### config.mk
export PLATFORM = sky130hd
export DESIGN_NAME = tic_top
export DESIGN_NICKNAME = d
export VERILOG_FILES = /design/src/tic_pkg.sv /design/src/tic_tick_div.sv /design/src/tic_top.sv
export VERILOG_INCLUDE_DIRS = /design/src /design/src/src
export SDC_FILE = /design/constraint.sdc
export NUM_CORES = 1
export LEC_CHECK = 0
export BUFFER_PORTS_ARGS = -buffer_cell sky130_fd_sc_hd__buf_4
export CAP_MARGIN = 40
export CELL_PAD_IN_SITES_DETAIL_PLACEMENT = 0
export CELL_PAD_IN_SITES_GLOBAL_PLACEMENT = 1
export CORE_MARGIN = 5
export CORE_UTILIZATION = 45
export CTS_BUF_LIST = sky130_fd_sc_hd__clkbuf_4 sky130_fd_sc_hd__clkbuf_8 sky130_fd_sc_hd__clkbuf_16
export CTS_CLUSTER_DIAMETER = 50
export CTS_CLUSTER_SIZE = 30
export DETAILED_ROUTE_END_ITERATION = 6
export HOLD_SLACK_MARGIN = 0.1
export PLACE_DENSITY = 0.84
export RECOVER_POWER = 100
export SETUP_SLACK_MARGIN = 0.02
export SYNTH_ARGS = -nofsm -noshare
export SYNTH_HDL_FRONTEND = slang
export SYNTH_HIERARCHICAL = 1
export SYNTH_SLANG_ARGS = --single-unit
### constraint.sdc
create_clock -name clk -period 2.8 [get_ports clk]
set_input_delay 0.14 -clock clk [delete_from_list [all_inputs] [get_ports clk]]
set_output_delay 0.14 -clock clk [all_outputs]
set_load 0.01 [all_outputs]
### src/tic_defs.svh
`ifndef TIC_DEFS_SVH
`define TIC_DEFS_SVH

// Register addresses in the special function space
`define TIC_ADDR_CTRL 8'ha1
`define TIC_ADDR_FRAC 8'ha2
`define TIC_ADDR_SEC 8'ha3
`define TIC_ADDR_MIN 8'ha4
`define TIC_ADDR_HOUR 8'ha5
`define TIC_ADDR_TARGET 8'ha6

// Control bit positions
`define TIC_BIT_TIMEBASE_CLOCK_ENABLE 0
`define TIC_BIT_INTERVAL_ENABLE 1
`define TIC_BIT_FLAG 2
`define TIC_BIT_SSHOT 3
`define TIC_BIT_TBSEL_LO 4
`define TIC_BIT_TBSEL_HI 5

// Counter limits and reset value
`define TIC_FRAC_MAX 8'h7f
`define TIC_SEC_MAX 8'h3b
`define TIC_MIN_MAX 8'h3b
`define TIC_HOUR_MAX 8'h17
`define TIC_ZERO 8'h00
`define TIC_ONE 8'h01
`define TIC_WAKE_VECTOR 16'h0053

// Timing: system clock rate and time-of-day tick rate
`define TIC_CLK_HZ 10000000
`define TIC_TICK_HZ 128
`define TIC_TICK_CYCLES (`TIC_CLK_HZ / `TIC_TICK_HZ)

`endif

### src/tic_pkg.sv
package tic_pkg;

    // Register access request from the core
    typedef struct packed {
        logic [7:0] addr;  // Register address
        logic wr;          // Write strobe
        logic rd;          // Read strobe
        logic [7:0] wdata; // Write data
    } tic_sfr_req_type;

    // Register access answer
    typedef struct packed {
        logic [7:0] rdata; // Read data, one cycle after rd
    } tic_sfr_rsp_type;

    // Interval timebase choices, in select field order
    typedef enum logic [1:0] {
        TB_FRAC,
        TB_SEC,
        TB_MIN,
        TB_HOUR
    } tic_tbase_type;

    // Control register fields
    typedef struct packed {
        logic [1:0] tbsel;      // Timebase select
        logic single_shot;      // Stop after one timeout
        logic interval_flag;    // Sticky match flag
        logic interval_enable;  // Interval counter runs
        logic timebase_clock_enable; // Time counters run
    } tic_ctrl_type;

    // Whole state of the top block
    typedef struct packed {
        tic_ctrl_type ctrl;  // Control fields
        logic [7:0] frac;    // 1/128 second count
        logic [7:0] sec;     // Seconds
        logic [7:0] min;     // Minutes
        logic [7:0] hour;    // Hours
        logic [7:0] target;  // Interval target
        logic [7:0] count;   // Interval counter
        logic [7:0] rdata;   // Read data register
    } tic_state_type;

endpackage

### src/tic_tick_div.sv
`timescale 1ns/1ps
`include "tic_defs.svh"

// Divides the system clock down to a one-cycle tick enable
module tic_tick_div #(
    parameter int CYCLES = `TIC_TICK_CYCLES
) (
    input wire logic clk,  // System clock
    input wire logic rst,  // Synchronous reset, high
    output logic tick      // One-cycle pulse per period
);
    import tic_pkg::*;

    localparam int W = (CYCLES > 1) ? $clog2(CYCLES) : 1;
    localparam logic [W-1:0] LAST = W'(CYCLES - 1);

    // Divider state
    typedef struct packed {
        logic [W-1:0] cnt; // Cycles into the period
        logic tick;        // Registered tick
    } tic_div_type;

    tic_div_type div_ff;
    tic_div_type nxt_div;

    // Count to the end of the period, then pulse
    always_comb begin
        nxt_div = div_ff;
        nxt_div.tick = 1'b0;
        if (div_ff.cnt == LAST) begin
            nxt_div.cnt = '0;
            nxt_div.tick = 1'b1;
        end else begin
            nxt_div.cnt = div_ff.cnt + W'(1);
        end
    end

    // State register
    always_ff @(posedge clk) begin
        if (rst) begin
            div_ff <= '0;
        end else begin
            div_ff <= nxt_div;
        end
    end

    assign tick = div_ff.tick;

endmodule

### src/tic_top.sv
`timescale 1ns/1ps
`include "tic_defs.svh"

// Time interval counter with time-of-day registers
module tic_top #(
    parameter int TICK_CYCLES = `TIC_TICK_CYCLES
) (
    input wire logic clk,                    // System clock, 10 MHz
    input wire logic rst,                    // Synchronous reset, high
    input wire tic_pkg::tic_sfr_req_type sfr_req, // Register request
    output tic_pkg::tic_sfr_rsp_type sfr_rsp,     // Register read data
    input wire logic int_enable,             // Interval interrupt enable
    input wire logic power_down,             // Core is powered down
    output logic irq,                        // Interrupt request
    output logic wake,                       // Wake request to core
    output logic [15:0] wake_vector          // Vector to start from
);
    import tic_pkg::*;

    tic_state_type st_ff;   // Registered state
    tic_state_type nxt_st;  // Next state
    logic tick128;          // 1/128 second enable
    logic tick;             // Tick passed by clock enable
    logic c_frac;           // Fraction rollover
    logic c_sec;            // Seconds rollover
    logic c_min;            // Minutes rollover
    logic c_hour;           // Hours rollover
    logic adv;              // Interval counter step
    logic hit;              // Counter reaches target
    logic [7:0] cnt_inc;    // Counter plus one
    logic ctrl_wr;          // Control register write
    logic time_wr_ok;       // Time registers may be written

    // Tick from the always-on clock; shares clk here, one domain only
    tic_tick_div #(
        .CYCLES(TICK_CYCLES)
    ) u_div (
        .clk(clk),
        .rst(rst),
        .tick(tick128)
    );

    // Carry chain and interval step, from current state
    always_comb begin
        tick = tick128 & st_ff.ctrl.timebase_clock_enable;
        c_frac = tick & (st_ff.frac == `TIC_FRAC_MAX);
        c_sec = c_frac & (st_ff.sec == `TIC_SEC_MAX);
        c_min = c_sec & (st_ff.min == `TIC_MIN_MAX);
        c_hour = c_min & (st_ff.hour == `TIC_HOUR_MAX);
        // Rate picks the tick or the rollover that clocks the interval counter
        unique case (tic_tbase_type'(st_ff.ctrl.tbsel))
            TB_FRAC: adv = tick;
            TB_SEC: adv = c_frac;
            TB_MIN: adv = c_sec;
            TB_HOUR: adv = c_min;
        endcase
        adv = adv & st_ff.ctrl.interval_enable;
        cnt_inc = st_ff.count + `TIC_ONE;
        // Target zero matches after a full 256 steps
        hit = adv & (cnt_inc == st_ff.target);
        ctrl_wr = sfr_req.wr & (sfr_req.addr == `TIC_ADDR_CTRL);
        time_wr_ok = sfr_req.wr & ~st_ff.ctrl.timebase_clock_enable;
    end

    // Next state: counters, then register writes, then hardware events
    always_comb begin
        nxt_st = st_ff;
        // Time-of-day counters
        if (tick) begin
            nxt_st.frac = c_frac ? `TIC_ZERO : st_ff.frac + `TIC_ONE;
        end
        if (c_frac) begin
            nxt_st.sec = c_sec ? `TIC_ZERO : st_ff.sec + `TIC_ONE;
        end
        if (c_sec) begin
            nxt_st.min = c_min ? `TIC_ZERO : st_ff.min + `TIC_ONE;
        end
        if (c_min) begin
            nxt_st.hour = c_hour ? `TIC_ZERO : st_ff.hour + `TIC_ONE;
        end
        // Interval counter step, reload to zero at a match
        if (adv) begin
            nxt_st.count = hit ? `TIC_ZERO : cnt_inc;
        end
        // Register writes
        if (sfr_req.wr) begin
            unique case (sfr_req.addr)
                `TIC_ADDR_CTRL: begin
                    // Reserved bits 7:6 are not stored and read zero
                    nxt_st.ctrl.tbsel = sfr_req.wdata[`TIC_BIT_TBSEL_HI:`TIC_BIT_TBSEL_LO];
                    nxt_st.ctrl.single_shot = sfr_req.wdata[`TIC_BIT_SSHOT];
                    nxt_st.ctrl.interval_flag = sfr_req.wdata[`TIC_BIT_FLAG];
                    nxt_st.ctrl.interval_enable = sfr_req.wdata[`TIC_BIT_INTERVAL_ENABLE];
                    nxt_st.ctrl.timebase_clock_enable = sfr_req.wdata[`TIC_BIT_TIMEBASE_CLOCK_ENABLE];
                    // Turning the time clock off clears the time registers
                    if (st_ff.ctrl.timebase_clock_enable && !sfr_req.wdata[`TIC_BIT_TIMEBASE_CLOCK_ENABLE]) begin
                        nxt_st.frac = `TIC_ZERO;
                        nxt_st.sec = `TIC_ZERO;
                        nxt_st.min = `TIC_ZERO;
                        nxt_st.hour = `TIC_ZERO;
                    end
                end
                `TIC_ADDR_FRAC: begin
                    if (time_wr_ok) begin
                        nxt_st.frac = sfr_req.wdata;
                    end
                end
                `TIC_ADDR_SEC: begin
                    if (time_wr_ok) begin
                        nxt_st.sec = sfr_req.wdata;
                    end
                end
                `TIC_ADDR_MIN: begin
                    if (time_wr_ok) begin
                        nxt_st.min = sfr_req.wdata;
                    end
                end
                `TIC_ADDR_HOUR: begin
                    if (time_wr_ok) begin
                        nxt_st.hour = sfr_req.wdata;
                    end
                end
                `TIC_ADDR_TARGET: begin
                    nxt_st.target = sfr_req.wdata;
                end
                default: begin
                    // Other addresses belong to other blocks
                end
            endcase
        end
        // Match sets the flag after the write, so the set wins
        if (hit) begin
            nxt_st.ctrl.interval_flag = 1'b1;
            if (st_ff.ctrl.single_shot) begin
                nxt_st.ctrl.interval_enable = 1'b0;
            end
        end
        // Disabled counter is held at zero
        if (!nxt_st.ctrl.interval_enable) begin
            nxt_st.count = `TIC_ZERO;
        end
        // Read data register
        if (sfr_req.rd) begin
            unique case (sfr_req.addr)
                `TIC_ADDR_CTRL: nxt_st.rdata = {2'b00, st_ff.ctrl};
                `TIC_ADDR_FRAC: nxt_st.rdata = st_ff.frac;
                `TIC_ADDR_SEC: nxt_st.rdata = st_ff.sec;
                `TIC_ADDR_MIN: nxt_st.rdata = st_ff.min;
                `TIC_ADDR_HOUR: nxt_st.rdata = st_ff.hour;
                `TIC_ADDR_TARGET: nxt_st.rdata = st_ff.target;
                default: nxt_st.rdata = `TIC_ZERO;
            endcase
        end
    end

    // State register, all zero after reset
    always_ff @(posedge clk) begin
        if (rst) begin
            st_ff <= '0;
        end else begin
            st_ff <= nxt_st;
        end
    end

    // Outputs; the interrupt gate lives in the core's enable
    assign sfr_rsp.rdata = st_ff.rdata;
    assign irq = st_ff.ctrl.interval_flag & int_enable;
    assign wake = st_ff.ctrl.interval_flag & int_enable & power_down;
    assign wake_vector = `TIC_WAKE_VECTOR;
endmodule

==> run summary <==
status: complete, no violations
combinational share of power: 6.1%
final hold vios: 0
simple logic cell fraction of the synthesized area: 31.5%
n_diodes: 0
Switch Pwr: 0.607 mW
Ys Warns: 6
Initial Util: 46.3%
slowest stage cell, crit path: o32a_1
critical path endpoint category: register
Final Core Density: 51.2%
Die Width: 116 um
number of enable flip-flop cells after synthesis: 0
period utilisation layout: 90.8%
Post-synth ARST share: 0%
Site Rows: 38
largest family of logic cells by synthesized area: simple AND/OR/NAND/NOR gates
DP HPWL: 10.8 mm
# clock sinks: 80
GPL Wtd Cong: 0.927
Synth Area in Adders: 1.73%
DR WL/cell: 18.8 um
core area: 0.0109 sq mm
Worst Path Buf+Inv: 0
initial DRC count: 407
Area Overhead vs Synth: 10.5%
IO Port Bufs: 31
vias: 4827
flip-flop and latch count after synthesis: 80
worst clock skew: 0.00870 ns
worst path cell trace: ha_1, nand4_1, nor4_4, nand2_2, o32a_1, or4_1, o21ai_0
Post-Syn Instances: 630
CTS tree: yes
drt first pass iters: 5
Final Slew Violations: 0
Sw Ratio: 23.9%
most frequent cells in the layout: dfxtp_1 (80), nor2_1 (66), nand2_1 (50)
final setup fails: 0
Largest delay share family, worst path: simple AND/OR/NAND/NOR gates
vias in the first global route: 4325
post_cts resized: 0
Clock transition at path regs: 0.06 ns
Primary FF master, synth: dfxtp_1
power share of the clock group: 48.5%
Slew headroom: 47.6%
Cell variety after synth: 66
Hold Crit Class: primary input to register
Worst EP arrival: 2.82 ns
max incr delay on CP: 0.51 ns
startpoint types: register
Num CTS Buffers: 9
CTS Buffer Depth: 2
max cap viols: 0
fmax: 393 MHz
worst-margin pin slew: 0.778 ns
Residual DRC: 0
Seq pwr share: 45.5%
pin count of the biggest net entering global routing: 32
H-tree depth: 3
mux contribution to synthesized area: 3.73%
Final ANT Viol Nets: 0
root buffer cell: clkbuf_16
grt ovf: 0
netlist area before placement: 0.00506 sq mm
CP required: 3.08 ns
post-layout minimum cycle time: 2.54 ns
Total Power: 2.54 mW
Net count, final: 676
I/O Pins: 48
drt total wl: 14.9 mm
RSZ-0062 raised after global routing: no
commonest non-fill, non-tap cell in the layout: dfxtp_1
Pint: 1.93 mW
leakage: 1.93 nW
antenna violations before repair: 0
share of cells above drive strength 1: 11.7%
Setup TNS: 0 ns
crit path kind: register to register
mean post-synth cell area: 8.04 sq um
DIE AREA: 0.0135 sq mm
CP Max Fanout: 10
first-pass GRT wire length: 23.4 mm
register area share after synthesis: 31.6%
Compound-Gate Fraction of Synth Area: 16.6%
global-route usage over all layers: 22.6%
worst-skew pair later-pin latency: 0.35 ns
PD cells: 454 mW/mm^2
Die Ht: 116 um
vias per cell: 6.09
Synth Area in XOR/XNOR: 7.09%
Worst IR Drop VDD: 0.423 mV
## state kept, by name (all words and copies together), names as in the netlist
signal	count
sfr_rsp	8
st_ff	54
u_div/div_ff	17
u_div/tick	1
## timing repair
item	in CTS	in global routing
hold buffers	5	0
endpoints found under the hold margin	5	0
setup buffers	0	0
## final timing paths
check | cells past startpoint | slack (ns) | to | from
max | 7 | 0.26 | st_ff[13] | st_ff[40]
min | 2 | 0.11 | sfr_rsp[1] | sfr_req[8]
max reg2reg | 7 | 0.26 | st_ff[13] | st_ff[40]
min reg2reg | 1 | 0.48 | u_div/div_ff[1] | u_div/div_ff[1]
## cell usage after synthesis, drive strengths merged, types with 4 or more instances
master | instances | area share (%)
xor2 | 16 | 2.8
nor3 | 19 | 2.0
nor4b | 5 | 1.1
xnor2 | 25 | 4.3
mux2 | 7 | 1.6
nand3 | 46 | 4.6
and3 | 8 | 0.99
a22oi | 5 | 0.74
buf | 39 | 5.2
or2 | 4 | 0.49
ha | 7 | 1.7
inv | 11 | 0.82
o211ai | 4 | 0.59
o21ai | 24 | 2.4
a32oi | 11 | 1.9
nor2b | 10 | 1.2
and4 | 6 | 1.0
a21oi | 38 | 3.8
clkbuf | 20 | 1.5
nand4 | 20 | 3.1
nand2 | 51 | 3.8
a222oi | 6 | 1.2
mux2i | 11 | 2.2
a2bb2oi | 5 | 0.87
a311oi | 7 | 1.2
nand2b | 8 | 0.99
a31oi | 5 | 0.62
nor2 | 67 | 5.0
nor4 | 11 | 2.3
dfxtp | 80 | 32
nand3b | 8 | 1.2
and2 | 5 | 0.62
or3 | 6 | 0.74
## stage by stage
step	hold slack (ns)	setup WS, ns	instances	cell area, sq um
after floorplan	0.212	0.633	644	5110
after global placement	0.447	0.405	771	5300
after detailed placement	0.442	0.351	771	5300
after CTS	0.105	0.319	792	5650
after global routing	0.124	0.0660	792	5600
final	0.114	0.257	792	5600
## power groups by stage
stage,Sequential (mW),Clock [mW],Combinational [mW]
finish,1.15,1.23,0.154
global route,1.16,1.30,0.167
CTS,1.16,1.25,0.156
detailed placement,1.18,0,0.150
global placement,1.18,0,0.149
floorplan,1.18,0,0.104
## per-layer routing
metal  share of wire, %  GRT usage, %
met1                 45          32.0
met2                 44          33.8
met3                8.5          4.96
met4                1.9          8.28
met5                  0             0
## cell families after synthesis
logic type / count (synthesis)
fa+ha+maj: 7
buf+inv: 70
simple gates: 286
mux: 18
compound gates: 126
other cells: 2
flops: 80
xor+xnor: 41
## final cells by class
class	count	area, sq um
Fill cell	1095	5340
Clock buffer	11	253
Clock inverter	5	55.1
Timing Repair Buffer	51	344
Multi-Input combinational cell	494	3130
Inverter	11	41.3
Sequential cell	80	1600
Tap cell	140	175
(Power assumes the default switching activity.)
